`src/itbg_pkg.sv`:
```
// Purpose: shared constants for the interval timer and baud generator
// Assumes: byte-wide host i/o bus, 100 MHz system clock
// Notes: reference rates are derived from the system clock by fractional accumulators
package itbg_pkg;
  localparam logic [7:0] ITBG_ADDR_CH0 = 8'hDC;
  localparam logic [7:0] ITBG_ADDR_CH1 = 8'hDD;
  localparam logic [7:0] ITBG_ADDR_CH2 = 8'hDE;
  localparam logic [7:0] ITBG_ADDR_CTRL = 8'hDF;
  // control word fields
  localparam int ITBG_CW_SEL_POS = 6;
  localparam int ITBG_CW_RL_POS = 4;
  localparam int ITBG_CW_MODE_POS = 1;
  localparam int ITBG_CW_BCD_POS = 0;
  localparam logic [1:0] ITBG_RL_LATCH = 2'h0;
  localparam logic [1:0] ITBG_RL_LSB = 2'h1;
  localparam logic [1:0] ITBG_RL_MSB = 2'h2;
  localparam logic [1:0] ITBG_RL_BOTH = 2'h3;
  localparam logic [2:0] ITBG_MODE_RESET = 3'h0;
  localparam logic [15:0] ITBG_COUNT_RESET = 16'h0000;
  // system clock and reference rates in hz
  localparam int ITBG_SYS_HZ = 100000000;
  localparam int ITBG_REF0_HZ = 2460000;
  localparam int ITBG_REF1_HZ = 1230000;
  localparam int ITBG_REF2_HZ = 153600;
  localparam int ITBG_EVENT_MAX_HZ = 2460000;
  // accumulator step per system clock: ref/sys scaled by 2^24
  localparam logic [23:0] ITBG_STEP0 = 24'((64'(ITBG_REF0_HZ) << 24) / 64'(ITBG_SYS_HZ));
  localparam logic [23:0] ITBG_STEP1 = 24'((64'(ITBG_REF1_HZ) << 24) / 64'(ITBG_SYS_HZ));
  localparam logic [23:0] ITBG_STEP2 = 24'((64'(ITBG_REF2_HZ) << 24) / 64'(ITBG_SYS_HZ));
  typedef enum logic [2:0] {
    ITBG_M_TC_INT,
    ITBG_M_ONE_SHOT,
    ITBG_M_RATE,
    ITBG_M_SQUARE,
    ITBG_M_SW_STROBE,
    ITBG_M_HW_STROBE
  } itbg_mode_t;
endpackage

```
`src/itbg_top.sv`:
```
// Purpose: three-channel interval timer, event counter and baud clock generator
// Assumes: host i/o bus strobes are synchronous to sys_clk_i; event and gate pins are asynchronous
// Notes: channel 2 output is the serial baud clock
`timescale 1ns/1ps
module itbg_top
  import itbg_pkg::*;
(
  input wire logic sys_clk_i,
  input wire logic srst_i,
  input wire logic [7:0] io_addr_i,
  input wire logic io_wr_i,
  input wire logic io_rd_i,
  input wire logic [7:0] io_wdata_i,
  output logic [7:0] io_rdata_o,
  output logic io_sel_o,
  input wire logic [5:0] ref_sel_i,
  input wire logic [2:0] event_sel_i,
  input wire logic cascade_i,
  input wire logic [2:0] event_pin_i,
  input wire logic [2:0] gate_pin_i,
  output logic [2:0] timer_out_o,
  output logic baud_clk_o
);
  localparam int NCH = 3;

  ////////////////////////////////////////////////////////////////////////
  // reference rate generators
  logic [23:0] acc_q [3];
  logic [23:0] acc_d [3];
  logic [2:0] ref_tick_q, ref_tick_d;
  logic [23:0] step [3];
  assign step[0] = ITBG_STEP0;
  assign step[1] = ITBG_STEP1;
  assign step[2] = ITBG_STEP2;

  always_comb begin
    for (int r = 0; r < 3; r++) begin
      {ref_tick_d[r], acc_d[r]} = {1'b0, acc_q[r]} + {1'b0, step[r]};
    end
  end

  always_ff @(posedge sys_clk_i) begin
    if (srst_i) begin
      for (int r = 0; r < 3; r++) begin
        acc_q[r] <= 24'h000000;
      end
      ref_tick_q <= 3'h0;
    end else begin
      acc_q <= acc_d;
      ref_tick_q <= ref_tick_d;
    end
  end

  ////////////////////////////////////////////////////////////////////////
  // pin synchronisers and edge detect
  logic [2:0] ev_s1_q, ev_s2_q, ev_s3_q;
  logic [2:0] gt_s1_q, gt_s2_q, gt_s3_q;
  logic [5:0] rs_s1_q, rs_s2_q;
  logic [2:0] es_s1_q, es_s2_q;
  logic cs_s1_q, cs_s2_q;

  always_ff @(posedge sys_clk_i) begin
    if (srst_i) begin
      ev_s1_q <= 3'h0;
      ev_s2_q <= 3'h0;
      ev_s3_q <= 3'h0;
      gt_s1_q <= 3'h0;
      gt_s2_q <= 3'h0;
      gt_s3_q <= 3'h0;
      rs_s1_q <= 6'h00;
      rs_s2_q <= 6'h00;
      es_s1_q <= 3'h0;
      es_s2_q <= 3'h0;
      cs_s1_q <= 1'b0;
      cs_s2_q <= 1'b0;
    end else begin
      ev_s1_q <= event_pin_i;
      ev_s2_q <= ev_s1_q;
      ev_s3_q <= ev_s2_q;
      gt_s1_q <= gate_pin_i;
      gt_s2_q <= gt_s1_q;
      gt_s3_q <= gt_s2_q;
      rs_s1_q <= ref_sel_i;
      rs_s2_q <= rs_s1_q;
      es_s1_q <= event_sel_i;
      es_s2_q <= es_s1_q;
      cs_s1_q <= cascade_i;
      cs_s2_q <= cs_s1_q;
    end
  end

  // event edges are caught one per system clock, far above the allowed event rate
  logic [2:0] ev_edge, gt_rise;
  assign ev_edge = ev_s2_q & ~ev_s3_q;
  assign gt_rise = gt_s2_q & ~gt_s3_q;

  ////////////////////////////////////////////////////////////////////////
  // host register access
  logic [5:0] mode_q [NCH], mode_d [NCH];
  logic [NCH-1:0] lsb_next_q, lsb_next_d;
  logic [NCH-1:0] rd_msb_q, rd_msb_d;
  logic [NCH-1:0] latched_q, latched_d;
  logic [15:0] latch_q [NCH], latch_d [NCH];
  logic [7:0] lo_byte_q [NCH], lo_byte_d [NCH];
  logic [7:0] rdata_q, rdata_d;
  logic [NCH-1:0] load;
  logic [15:0] load_val [NCH];
  logic [15:0] cnt [NCH];
  logic [NCH-1:0] ch_clk, ch_out;

  function automatic int addr_ch(input logic [7:0] a);
    return (a == ITBG_ADDR_CH0) ? 0 : (a == ITBG_ADDR_CH1) ? 1 : (a == ITBG_ADDR_CH2) ? 2 : 3;
  endfunction

  always_comb begin
    int ch;
    int sel;
    logic [1:0] rl;
    rl = 2'h0;
    ch = addr_ch(io_addr_i);
    sel = int'(io_wdata_i[ITBG_CW_SEL_POS +: 2]);
    mode_d = mode_q;
    lsb_next_d = lsb_next_q;
    rd_msb_d = rd_msb_q;
    latched_d = latched_q;
    latch_d = latch_q;
    lo_byte_d = lo_byte_q;
    rdata_d = rdata_q;
    load = '0;
    for (int c = 0; c < NCH; c++) begin
      load_val[c] = 16'h0000;
    end
    if (io_wr_i && io_addr_i == ITBG_ADDR_CTRL && sel < NCH) begin
      if (io_wdata_i[ITBG_CW_RL_POS +: 2] == ITBG_RL_LATCH) begin
        latched_d[sel] = 1'b1;
        latch_d[sel] = cnt[sel];
      end else begin
        mode_d[sel] = io_wdata_i[5:0];
        lsb_next_d[sel] = 1'b1;
        rd_msb_d[sel] = 1'b0;
      end
    end else if (io_wr_i && ch < NCH) begin
      rl = mode_q[ch][ITBG_CW_RL_POS +: 2];
      unique case (rl)
        ITBG_RL_LSB: begin
          load[ch] = 1'b1;
          load_val[ch] = {8'h00, io_wdata_i};
        end
        ITBG_RL_MSB: begin
          load[ch] = 1'b1;
          load_val[ch] = {io_wdata_i, 8'h00};
        end
        default: begin
          // low byte first, count is used only when the high byte arrives
          if (lsb_next_q[ch]) begin
            lo_byte_d[ch] = io_wdata_i;
            lsb_next_d[ch] = 1'b0;
          end else begin
            load[ch] = 1'b1;
            load_val[ch] = {io_wdata_i, lo_byte_q[ch]};
            lsb_next_d[ch] = 1'b1;
          end
        end
      endcase
    // a write in the same cycle takes priority over the read
    end else if (io_rd_i && !io_wr_i && ch < NCH) begin
      rl = mode_q[ch][ITBG_CW_RL_POS +: 2];
      // live count unless a latch is pending
      rdata_d = latched_q[ch] ? latch_q[ch][7:0] : cnt[ch][7:0];
      if (rl == ITBG_RL_MSB || (rl == ITBG_RL_BOTH && rd_msb_q[ch])) begin
        rdata_d = latched_q[ch] ? latch_q[ch][15:8] : cnt[ch][15:8];
      end
      if (rl == ITBG_RL_BOTH) begin
        rd_msb_d[ch] = ~rd_msb_q[ch];
        latched_d[ch] = latched_q[ch] & ~rd_msb_q[ch];
      end else begin
        latched_d[ch] = 1'b0;
      end
    end else if (io_rd_i && !io_wr_i && io_addr_i == ITBG_ADDR_CTRL) begin
      rdata_d = {2'h0, mode_q[0]};
    end
  end

  always_ff @(posedge sys_clk_i) begin
    if (srst_i) begin
      for (int c = 0; c < NCH; c++) begin
        mode_q[c] <= {ITBG_RL_BOTH, ITBG_MODE_RESET, 1'b0};
        latch_q[c] <= ITBG_COUNT_RESET;
        lo_byte_q[c] <= 8'h00;
      end
      lsb_next_q <= '1;
      rd_msb_q <= '0;
      latched_q <= '0;
      rdata_q <= 8'h00;
    end else begin
      mode_q <= mode_d;
      lsb_next_q <= lsb_next_d;
      rd_msb_q <= rd_msb_d;
      latched_q <= latched_d;
      latch_q <= latch_d;
      lo_byte_q <= lo_byte_d;
      rdata_q <= rdata_d;
    end
  end

  ////////////////////////////////////////////////////////////////////////
  // channel clock selection and channels
  logic ch0_out_q, cascade_tick;

  always_ff @(posedge sys_clk_i) begin
    if (srst_i) begin
      ch0_out_q <= 1'b1;
    end else begin
      ch0_out_q <= ch_out[0];
    end
  end

  assign cascade_tick = ch_out[0] & ~ch0_out_q;

  always_comb begin
    for (int c = 0; c < NCH; c++) begin
      logic [1:0] rs;
      rs = rs_s2_q[c*2 +: 2];
      ch_clk[c] = (rs == 2'h0) ? ref_tick_q[0] : (rs == 2'h1) ? ref_tick_q[1] : ref_tick_q[2];
      if (es_s2_q[c]) begin
        ch_clk[c] = ev_edge[c];
      end
    end
    if (cs_s2_q) begin
      ch_clk[1] = cascade_tick;
    end
  end

  for (genvar g = 0; g < NCH; g++) begin : g_ch
    itbg_channel u_ch (
      .sys_clk_i(sys_clk_i),
      .srst_i(srst_i),
      .clk_en_i(ch_clk[g]),
      .gate_rise_i(gt_rise[g]),
      .load_i(load[g]),
      .count_i(load_val[g]),
      .mode_i(mode_q[g][ITBG_CW_MODE_POS +: 3]),
      .bcd_i(mode_q[g][ITBG_CW_BCD_POS]),
      .count_o(cnt[g]),
      .out_o(ch_out[g])
    );
  end

  assign io_rdata_o = rdata_q;
  assign io_sel_o = (io_addr_i[7:2] == ITBG_ADDR_CH0[7:2]);
  assign timer_out_o = ch_out;
  assign baud_clk_o = ch_out[2];
endmodule

```
`src/itbg_channel.sv`:
```
// Purpose: one 16-bit down-counting channel
// Assumes: clk_en_i is a one-cycle pulse per input count, load_i a one-cycle pulse
// Notes: output is a registered level
`timescale 1ns/1ps
module itbg_channel
  import itbg_pkg::*;
(
  input wire logic sys_clk_i,
  input wire logic srst_i,
  input wire logic clk_en_i,
  input wire logic gate_rise_i,
  input wire logic load_i,
  input wire logic [15:0] count_i,
  input wire logic [2:0] mode_i,
  input wire logic bcd_i,
  output logic [15:0] count_o,
  output logic out_o
);
  logic [15:0] cnt_q, cnt_d;
  logic [15:0] reload_q, reload_d;
  logic run_q, run_d;
  logic out_q, out_d;
  logic first_q, first_d;

  function automatic logic [15:0] dec(input logic [15:0] v, input logic b, input logic [1:0] n);
    logic [15:0] r;
    r = v;
    for (int i = 0; i < 2; i++) begin
      if (i < int'(n)) begin
        if (!b) begin
          r = r - 16'h0001;
        end else begin
          for (int d = 0; d < 4; d++) begin
            if (r[d*4 +: 4] != 4'h0) begin
              r[d*4 +: 4] = r[d*4 +: 4] - 4'h1;
              break;
            end
            r[d*4 +: 4] = 4'h9;
          end
        end
      end
    end
    return r;
  endfunction

  ////////////////////////////////////////////////////////////////////////
  always_comb begin
    cnt_d = cnt_q;
    reload_d = reload_q;
    run_d = run_q;
    out_d = out_q;
    first_d = first_q;
    if (load_i) begin
      reload_d = count_i;
      cnt_d = count_i;
      first_d = 1'b1;
      run_d = (mode_i != 3'(ITBG_M_ONE_SHOT)) && (mode_i != 3'(ITBG_M_HW_STROBE));
      out_d = (mode_i != 3'(ITBG_M_TC_INT)) && (mode_i != 3'(ITBG_M_ONE_SHOT));
      // software load acts as the one-shot command
      if (mode_i == 3'(ITBG_M_ONE_SHOT)) begin
        run_d = 1'b1;
      end
    end else if (gate_rise_i && (mode_i == 3'(ITBG_M_ONE_SHOT) || mode_i == 3'(ITBG_M_HW_STROBE))) begin
      cnt_d = reload_q;
      run_d = 1'b1;
      out_d = (mode_i == 3'(ITBG_M_HW_STROBE));
    end else if (clk_en_i && run_q) begin
      unique case (mode_i)
        3'(ITBG_M_RATE): begin
          // low for one input cycle at count 1, period n
          if (cnt_q == 16'h0002) begin
            out_d = 1'b0;
            cnt_d = 16'h0001;
          end else if (cnt_q == 16'h0001) begin
            out_d = 1'b1;
            cnt_d = reload_q;
          end else begin
            cnt_d = dec(cnt_q, bcd_i, 2'h1);
          end
        end
        3'(ITBG_M_SQUARE): begin
          // decrement by two; toggle each half, odd counts favour low half
          if (cnt_q <= 16'h0002) begin
            out_d = ~out_q;
            cnt_d = (reload_q[0] && !out_q) ? reload_q - 16'h0001 : reload_q;
            if (reload_q[0] && out_q) begin
              cnt_d = reload_q + 16'h0001;
            end
          end else begin
            cnt_d = dec(cnt_q, bcd_i, 2'h2);
          end
        end
        default: begin
          if (cnt_q == 16'h0001) begin
            cnt_d = 16'h0000;
            if (mode_i == 3'(ITBG_M_SW_STROBE) || mode_i == 3'(ITBG_M_HW_STROBE)) begin
              out_d = first_q ? 1'b0 : 1'b1;
            end else begin
              out_d = 1'b1;
            end
            first_d = 1'b0;
          end else begin
            if (!first_q && (mode_i == 3'(ITBG_M_SW_STROBE) || mode_i == 3'(ITBG_M_HW_STROBE))) begin
              out_d = 1'b1;
              run_d = 1'b0;
            end
            cnt_d = dec(cnt_q, bcd_i, 2'h1);
          end
        end
      endcase
    end
  end

  always_ff @(posedge sys_clk_i) begin
    if (srst_i) begin
      cnt_q <= ITBG_COUNT_RESET;
      reload_q <= ITBG_COUNT_RESET;
      run_q <= 1'b0;
      out_q <= 1'b1;
      first_q <= 1'b0;
    end else begin
      cnt_q <= cnt_d;
      reload_q <= reload_d;
      run_q <= run_d;
      out_q <= out_d;
      first_q <= first_d;
    end
  end

  assign count_o = cnt_q;
  assign out_o = out_q;
endmodule

```
`config.mk`:
```
export PLATFORM = sky130hd
export DESIGN_NAME = itbg_top
export DESIGN_NICKNAME = d
export VERILOG_FILES = /design/src/itbg_pkg.sv /design/src/itbg_top.sv /design/src/itbg_channel.sv
export SDC_FILE = /design/constraint.sdc
export NUM_CORES = 1
export LEC_CHECK = 0
export ABC_AREA = 0
export BUFFER_PORTS_ARGS = -buffer_cell sky130_fd_sc_hd__buf_2
export CORE_UTILIZATION = 45
export DETAILED_ROUTE_END_ITERATION = 10
export PLACE_DENSITY_LB_ADDON = 0.05
export SYNTH_ARGS = -nofsm -noshare
export SYNTH_HDL_FRONTEND = slang
export SYNTH_SLANG_ARGS = --single-unit
```
`constraint.sdc`:
```
create_clock -name sys_clk_i -period 10.1 [get_ports sys_clk_i]
set_input_delay 2.02 -clock sys_clk_i [delete_from_list [all_inputs] [get_ports sys_clk_i]]
set_output_delay 2.02 -clock sys_clk_i [all_outputs]
set_load 0.03 [all_outputs]
```
Word-level counts from Yosys, hierarchy flattened. Cells that the tools add are included.

Bits in registers: 326. Output and inout bits: 13. Word-level logic and storage cells: 1040.

Add/sub/neg operators: 39. $lt $le $gt $ge: 13. Eq/ne operators: 78. Muxes and demuxes: 703. Bitwise operators: 28. Reductions and logical operators: 125.

Operators by type and width (number): two-way mux 16 bit (62); two-way mux 1 bit (472); two-way mux 4 bit (84); two-way mux 8 bit (20); two-way mux 12 bit (12); two-way mux 48 bit (3); subtractor 16 x 1 -> 16 bit, second input constant (9); inequality test 7 x 5 -> 1 bit, second input constant (18); AND 48 bit (2); binary-select mux 16 bit (select 2 bit) (3); one-hot mux 16 bit (2 select lines) (3); one-hot mux 48 bit (2 select lines) (1); nonzero test 4 bit (24); subtractor 4 x 1 -> 4 bit, second input constant (24); demux 16 bit (select 2 bit) (2); greater-or-equal comparator 32 x 3 -> 1 bit, second input constant (2); less-than comparator 32 x 1 -> 1 bit, second input constant (2); NOT 2 -> 32 bit (2); two-way mux 3 bit (19); adder 16 x 1 -> 16 bit, second input constant (3); AND 40 x 48 -> 48 bit (1); bitwise mux 48 bit (1); == test 16 x 1 -> 1 bit, second input constant (3); == test 16 x 2 -> 1 bit, second input constant (3); 51 further kinds (211).

Depth between registers and ports, before layout.
Depth in word-level cells: 90. Mapped depth: 18. Depth with buffers taken out: 13.

Modules after synthesis. From an unflattened synthesis, not the netlist that was laid out.

Cell total of the unflattened synthesis: 3014. Area, all modules: 22942.0 um2.

Modules (own cells, without submodules): itbg_top (times used 1, cells an instance 1233, area each 10481.3 um2); itbg_channel (g_ch[0].u_ch) (times used 1, cells an instance 596, area each 4179.0 um2); itbg_channel (g_ch[2].u_ch) (times used 1, cells an instance 605, area each 4150.2 um2); itbg_channel (g_ch[1].u_ch) (times used 1, cells an instance 580, area each 4131.5 um2).

Least setup slack after synthesis. No wires, ideal clock.

Kind: in2reg. From: in io_addr_i[1]. To: reg g_ch[1].u_ch.cnt_q[9]. Arrival time: 6.027 ns. Setup slack: 4.012 ns. Cell stages on the path: 16. Path buffers: 5. Path through: buf_2 > buf_1 > buf_2 > buf_1 > mux2i_1 > o21ai_0 > and2_1 > ha_1 > clkbuf_1 > mux2_2 > nor4_1 > nand2_1 > and3_1 > nand3_1 > a211o_1 > a32o_1.

Longest elaborated chain between the ends: 15.

Ends and longest elaborated chain: start, declared (RTL line itbg_top.sv:10) `input wire logic [7:0] io_addr_i,`; == test 8 bit (RTL line itbg_top.sv:112) `return (a == ITBG_ADDR_CH0) ? 0 : (a == ITBG_ADDR_CH1) ? 1 : (a == ITBG_ADDR_CH2) ? 2 : 3;`; two-way mux 1 bit (RTL line itbg_top.sv:112); two-way mux 2 bit (2 in a row) (RTL line itbg_top.sv:112); NOT 2 -> 32 bit (implied by the code); greater-or-equal comparator 32 x 3 -> 1 bit (implied by the code), or another cell as far along (RTL line itbg_top.sv:147, itbg_top.sv:151, itbg_top.sv:160); logical AND 1 bit (implied by the code) or two-way mux 6 bit (tied branches); two-way mux 16 bit (implied by the code) or two-way mux 6 bit (tied branches); demux 16 bit (select 2 bit), or another cell as far along (RTL line itbg_top.sv:147, itbg_top.sv:151, itbg_top.sv:160); AND 48 bit (no line) or OR reduction 2 bit (tied branches); two-way mux 48 bit or two-way mux 3 bit (tied branches); one-hot mux 48 bit (2 select lines) or two-way mux 3 bit (tied branches) (RTL line itbg_top.sv:144, itbg_top.sv:142); two-way mux 48 bit or two-way mux 3 bit (tied branches) (RTL line itbg_top.sv:142, itbg_top.sv:133); two-way mux 48 bit, or another cell as far along (RTL line itbg_top.sv:133) `if (io_wr_i && io_addr_i == ITBG_ADDR_CTRL && sel < NCH) begin`; two-way mux 16 bit or AND reduction 5 bit (tied branches); end signal, assigned (RTL line itbg_channel.sv:122) `cnt_q <= cnt_d;`; end, declared (RTL line itbg_channel.sv:19) `logic [15:0] cnt_q, cnt_d;`.

Several ways; a longest one is shown, not always the timed one. The select of a mux whose other input is x is not followed. A chain may end at the register's enable or synchronous reset.

Worst setup path after layout.
From: in io_addr_i[0]. To: reg g_ch[0].u_ch.cnt_q[13].

Longest elaborated chain between the ends: 15.

Ends and longest elaborated chain (RTL line): == test 8 bit (itbg_top.sv:112); two-way mux 1 bit (itbg_top.sv:112); two-way mux 2 bit (2 in a row) (itbg_top.sv:112); NOT 2 -> 32 bit (implied by the code); greater-or-equal comparator 32 x 3 -> 1 bit (implied by the code), or another cell as far along (itbg_top.sv:147, itbg_top.sv:151, itbg_top.sv:160); logical AND 1 bit (implied by the code) or two-way mux 6 bit (tied branches); two-way mux 16 bit (implied by the code) or two-way mux 6 bit (tied branches); demux 16 bit (select 2 bit), or another cell as far along (itbg_top.sv:147, itbg_top.sv:151, itbg_top.sv:160); AND 48 bit (no line) or OR reduction 2 bit (tied branches); two-way mux 48 bit or two-way mux 3 bit (tied branches); one-hot mux 48 bit (2 select lines) or two-way mux 3 bit (tied branches) (itbg_top.sv:144, itbg_top.sv:142); two-way mux 48 bit or two-way mux 3 bit (tied branches) (itbg_top.sv:142, itbg_top.sv:133); two-way mux 48 bit, or another cell as far along (itbg_top.sv:133); two-way mux 16 bit or AND reduction 7 bit (tied branches); end signal, assigned (itbg_channel.sv:122); end, declared (itbg_channel.sv:19).

Several ways; a longest one is shown, not always the timed one. The select of a mux whose other input is x is not followed.

==> results.json <==
{
  "grt-ovfl-total": 0,
  "crit_path_start_kind": "input port",
  "regToRegSetupSlack_ps": 5870,
  "synth_area_um2": 22000,
  "min_from": "ev_s1_q[0]$_SDFF_PP0_",
  "p_leak_nw": 8.74,
  "power_density_nw_per_um2": 125,
  "finalWirelength_um": 79000,
  "antenna_left": 0,
  "drtIter0Drc": 3059,
  "endpoint_kind": "register",
  "start_util_pct": 45.8,
  "slowest_stage": "nor2b_4",
  "max_freq_mhz": 155,
  "grt_usage_pct": 31.0,
  "clockBufferDepth": 3,
  "power_frac_clock_pct": 48.7,
  "hp-class": "reg -> reg",
  "grt_pass1_wl_um": 121000,
  "tightestPinTransition_ps": 1260,
  "required_ps": 10570,
  "async_flop_share_pct": 0,
  "rsz0062_at_grt": "no",
  "reg2reg_from": "g_ch[0].u_ch.count_o[1]$_SDFFE_PP0P_",
  "post-place-ws_ps": 3100,
  "drtPass1Iterations": 6,
  "finish.utilization_pct": 49.5,
  "cp-startpoint": "io_addr_i[0]",
  "hold_violations": 0,
  "power_frac_comb_pct": 5.8,
  "cap_violations": 0,
  "dpl.hpwl_um": 55100,
  "syn_inst": 2942,
  "clock_sinks": 326,
  "synth_ff_type": "dfxtp_1",
  "switching_share_pct": 24.8,
  "syn_area_per_cell_um2": 7.47,
  "cts_tree": "done",
  "clock_latency_ps": 590,
  "ys_ff_latch": 326,
  "path_class": "in -> reg",
  "antenna_found_initial": 3,
  "die_h_um": 223,
  "min_to": "ev_s2_q[0]$_SDFF_PP0_",
  "die_x_um": 223,
  "status": "finished clean",
  "routabilityCongestion": 1.01,
  "final_common_cell": "nor2_1",
  "synth_top_area_share_pct": 29.7,
  "cp_max_fo": 52,
  "setup_tns_ps": 0,
  "pwr-share-seq_pct": 45.5,
  "drive_above_1_share_pct": 8.30,
  "fillers": 4769,
  "postCtsHoldBufs": 0,
  "dr_total_vias": 22300,
  "cp_top_family": "simple AND/OR/NAND/NOR gates",
  "synth_area_leaders": "dfxtp_1, nor2_1, mux2i_1",
  "die_area_um2": 49700,
  "yosys.area.top_type": "dfxtp_1",
  "detail_route.wl_per_cell_um": 22.7,
  "synth_edf_count": 0,
  "timing.rr.end": "g_ch[0].u_ch.count_o[13]$_SDFFE_PP0P_",
  "hold_ws_ps": 433,
  "power_w": 0.00298,
  "crit_arrival_ps": 6930,
  "synth_fp_nets": 3005,
  "crit_chain": "buf_2, nor2b_4, nand2_1, o21ai_0, nand2_1, ha_1, a211oi_1, nor2b_1, buf_4, nor2_1, nand3_1, o21ai_0, a21oi_1, and3_1, a32o_1",
  "path_buf_inv": 2,
  "place.port_buffers": 48,
  "internal-power_w": 0.00224,
  "reg2regPathDepth": 11,
  "period_needed_ps": 6460,
  "slowest_delay_ps": 1000,
  "peakVddDrop_mv": 0.126,
  "yosys_warnings": 0,
  "rows": 80,
  "p_sw_w": 0.000737,
  "slew-limit-headroom_pct": 15.6,
  "post-route-period-util_pct": 64.0,
  "finalSetupViolations": 0,
  "clkTransAtPathRegs_ps": 60,
  "core-area_um2": 47900,
  "setup_ws_ps": 3640,
  "vias_per_cell": 6.39,
  "drc": 0,
  "finClkSkew_ps": 28.5,
  "drv_slew": 0,
  "fin_nets": 2904,
  "layout_common_cells": "nor2_1, dfxtp_1, nand2_1, a21oi_1, o21ai_0",
  "synth_cell_type_count": 97,
  "clockRootBuffer": "clkbuf_16",
  "post_cts_resized": 0,
  "htreeDepth": 2,
  "syn_to_final_growth_pct": 8.10,
  "grt_pass1_vias": 20100,
  "cts-buffers-inserted": 38,
  "grt_max_degree": 90,
  "io_pins": 49,
  "yosysSeqAreaShare_pct": 29.7,
  "min_path_cells": 1,
  "cts_setup_buffers": 0
}
Yosys cell counts, types with 17 or more instances:
cell      count
a211oi_1     58
a21oi_1     251
a221oi_1     32
a22oi_1      17
a31oi_1      34
and2_1       30
and3_1       23
buf_1        27
buf_2        28
clkbuf_1    178
dfxtp_1     326
ha_1         27
inv_1        59
mux2i_1     127
nand2_1     288
nand2b_1     23
nand3_1     101
nand4_1      39
nor2_1      353
nor2b_1      59
nor3_1       74
nor4_1       26
o211ai_1     33
o21a_1       20
o21ai_0     184
o22ai_1      22
o31ai_1      18
or2_2        17
or3_1        26
xnor2_1      73
xor2_1       78
logic make-up (layout without fill, tap and decap cells):
family | Yosys count | after routing | share of synthesized area (%)
xor+xnor | 151 | 151 | 6.02
fa+ha+maj | 27 | 27 | 1.54
buf+inv | 302 | 228 | 5.49
mux | 139 | 139 | 6.41
flops | 326 | 326 | 29.7
compound gates | 849 | 849 | 25.1
other cells | 0 | 1 | 0
simple gates | 1148 | 1148 | 25.8
worst reg2reg max path: stages (launching register included):
cell and delay, ps:
dfxtp_1 510, inv_1 290, ha_1 470, or3b_2 680, nor4_1 270, mux2_2 440
nand2b_1 290, or3_4 470, nor2b_1 140, o21ai_1 160, o211ai_1 140, a32o_1 260
power groups by stage:
stage | Combinational (W) | Sequential, W | Clock (W)
2_1_floorplan | 0.000126 | 0.00138 | 0
3_3_place_gp | 0.000167 | 0.00138 | 0
3_5_place_dp | 0.000171 | 0.00138 | 0
4_1_cts | 0.000172 | 0.00136 | 0.00148
5_1_grt | 0.000190 | 0.00136 | 0.00153
6_report | 0.000172 | 0.00135 | 0.00145
through the flow:
stage          cells  area [µm²]
6_report        3484       23800
4_1_cts         3483       23800
5_1_grt         3483       23800
2_1_floorplan   2942       22000
3_3_place_gp    3416       22400
3_5_place_dp    3416       22400
state kept, by name, summed over array words and instances (netlist names), 6 cells and up, named ones only:
name and count:
mode_q 18, g_ch.u_ch.reload_q 48, io_rdata_o 8, rs_s1_q 6, acc_q 72, g_ch.u_ch.count_o 48, lo_byte_q 24, rs_s2_q 6
latch_q 48
cell type report:
cell class | instances | area, µm² | share of cell area, %
Antenna cell | 1 | 2.50 | 0.0105
Clock buffer | 53 | 1070 | 4.49
Clock inverter | 14 | 241 | 1.02
Inverter | 61 | 229 | 0.964
Multi-Input combinational cell | 2314 | 14300 | 60.1
Sequential cell | 326 | 6530 | 27.5
Tap cell | 615 | 769 | 3.24
Timing Repair Buffer | 100 | 641 | 2.70
how the worst max path moves through the flow:
stage                                            end  slack [ps]  cells after the start
2_1_floorplan   g_ch[1].u_ch.count_o[9]$_SDFFE_PP0P_        4010                     16
3_5_place_dp    g_ch[1].u_ch.count_o[9]$_SDFFE_PP0P_        3100                     15
5_1_grt        g_ch[0].u_ch.count_o[13]$_SDFFE_PP0P_        3100                     15
4_1_cts         g_ch[1].u_ch.count_o[9]$_SDFFE_PP0P_        3710                     15
6_report       g_ch[0].u_ch.count_o[13]$_SDFFE_PP0P_        3640                     15
3_3_place_gp    g_ch[1].u_ch.count_o[9]$_SDFFE_PP0P_        3200                     15
routing by layer:
layer	wire [µm]	part of all wire [%]	vias to the layer above	track usage [%]
met3	6960	8.8	171	5.47
met2	34100	43	1032	47.0
li1	-	-	10500	-
met5	20	0.025	-	0
met1	35300	45	10600	43.8
met4	2610	3.3	4	11.1
No activity file was read; power rests on OpenSTA's default activity.
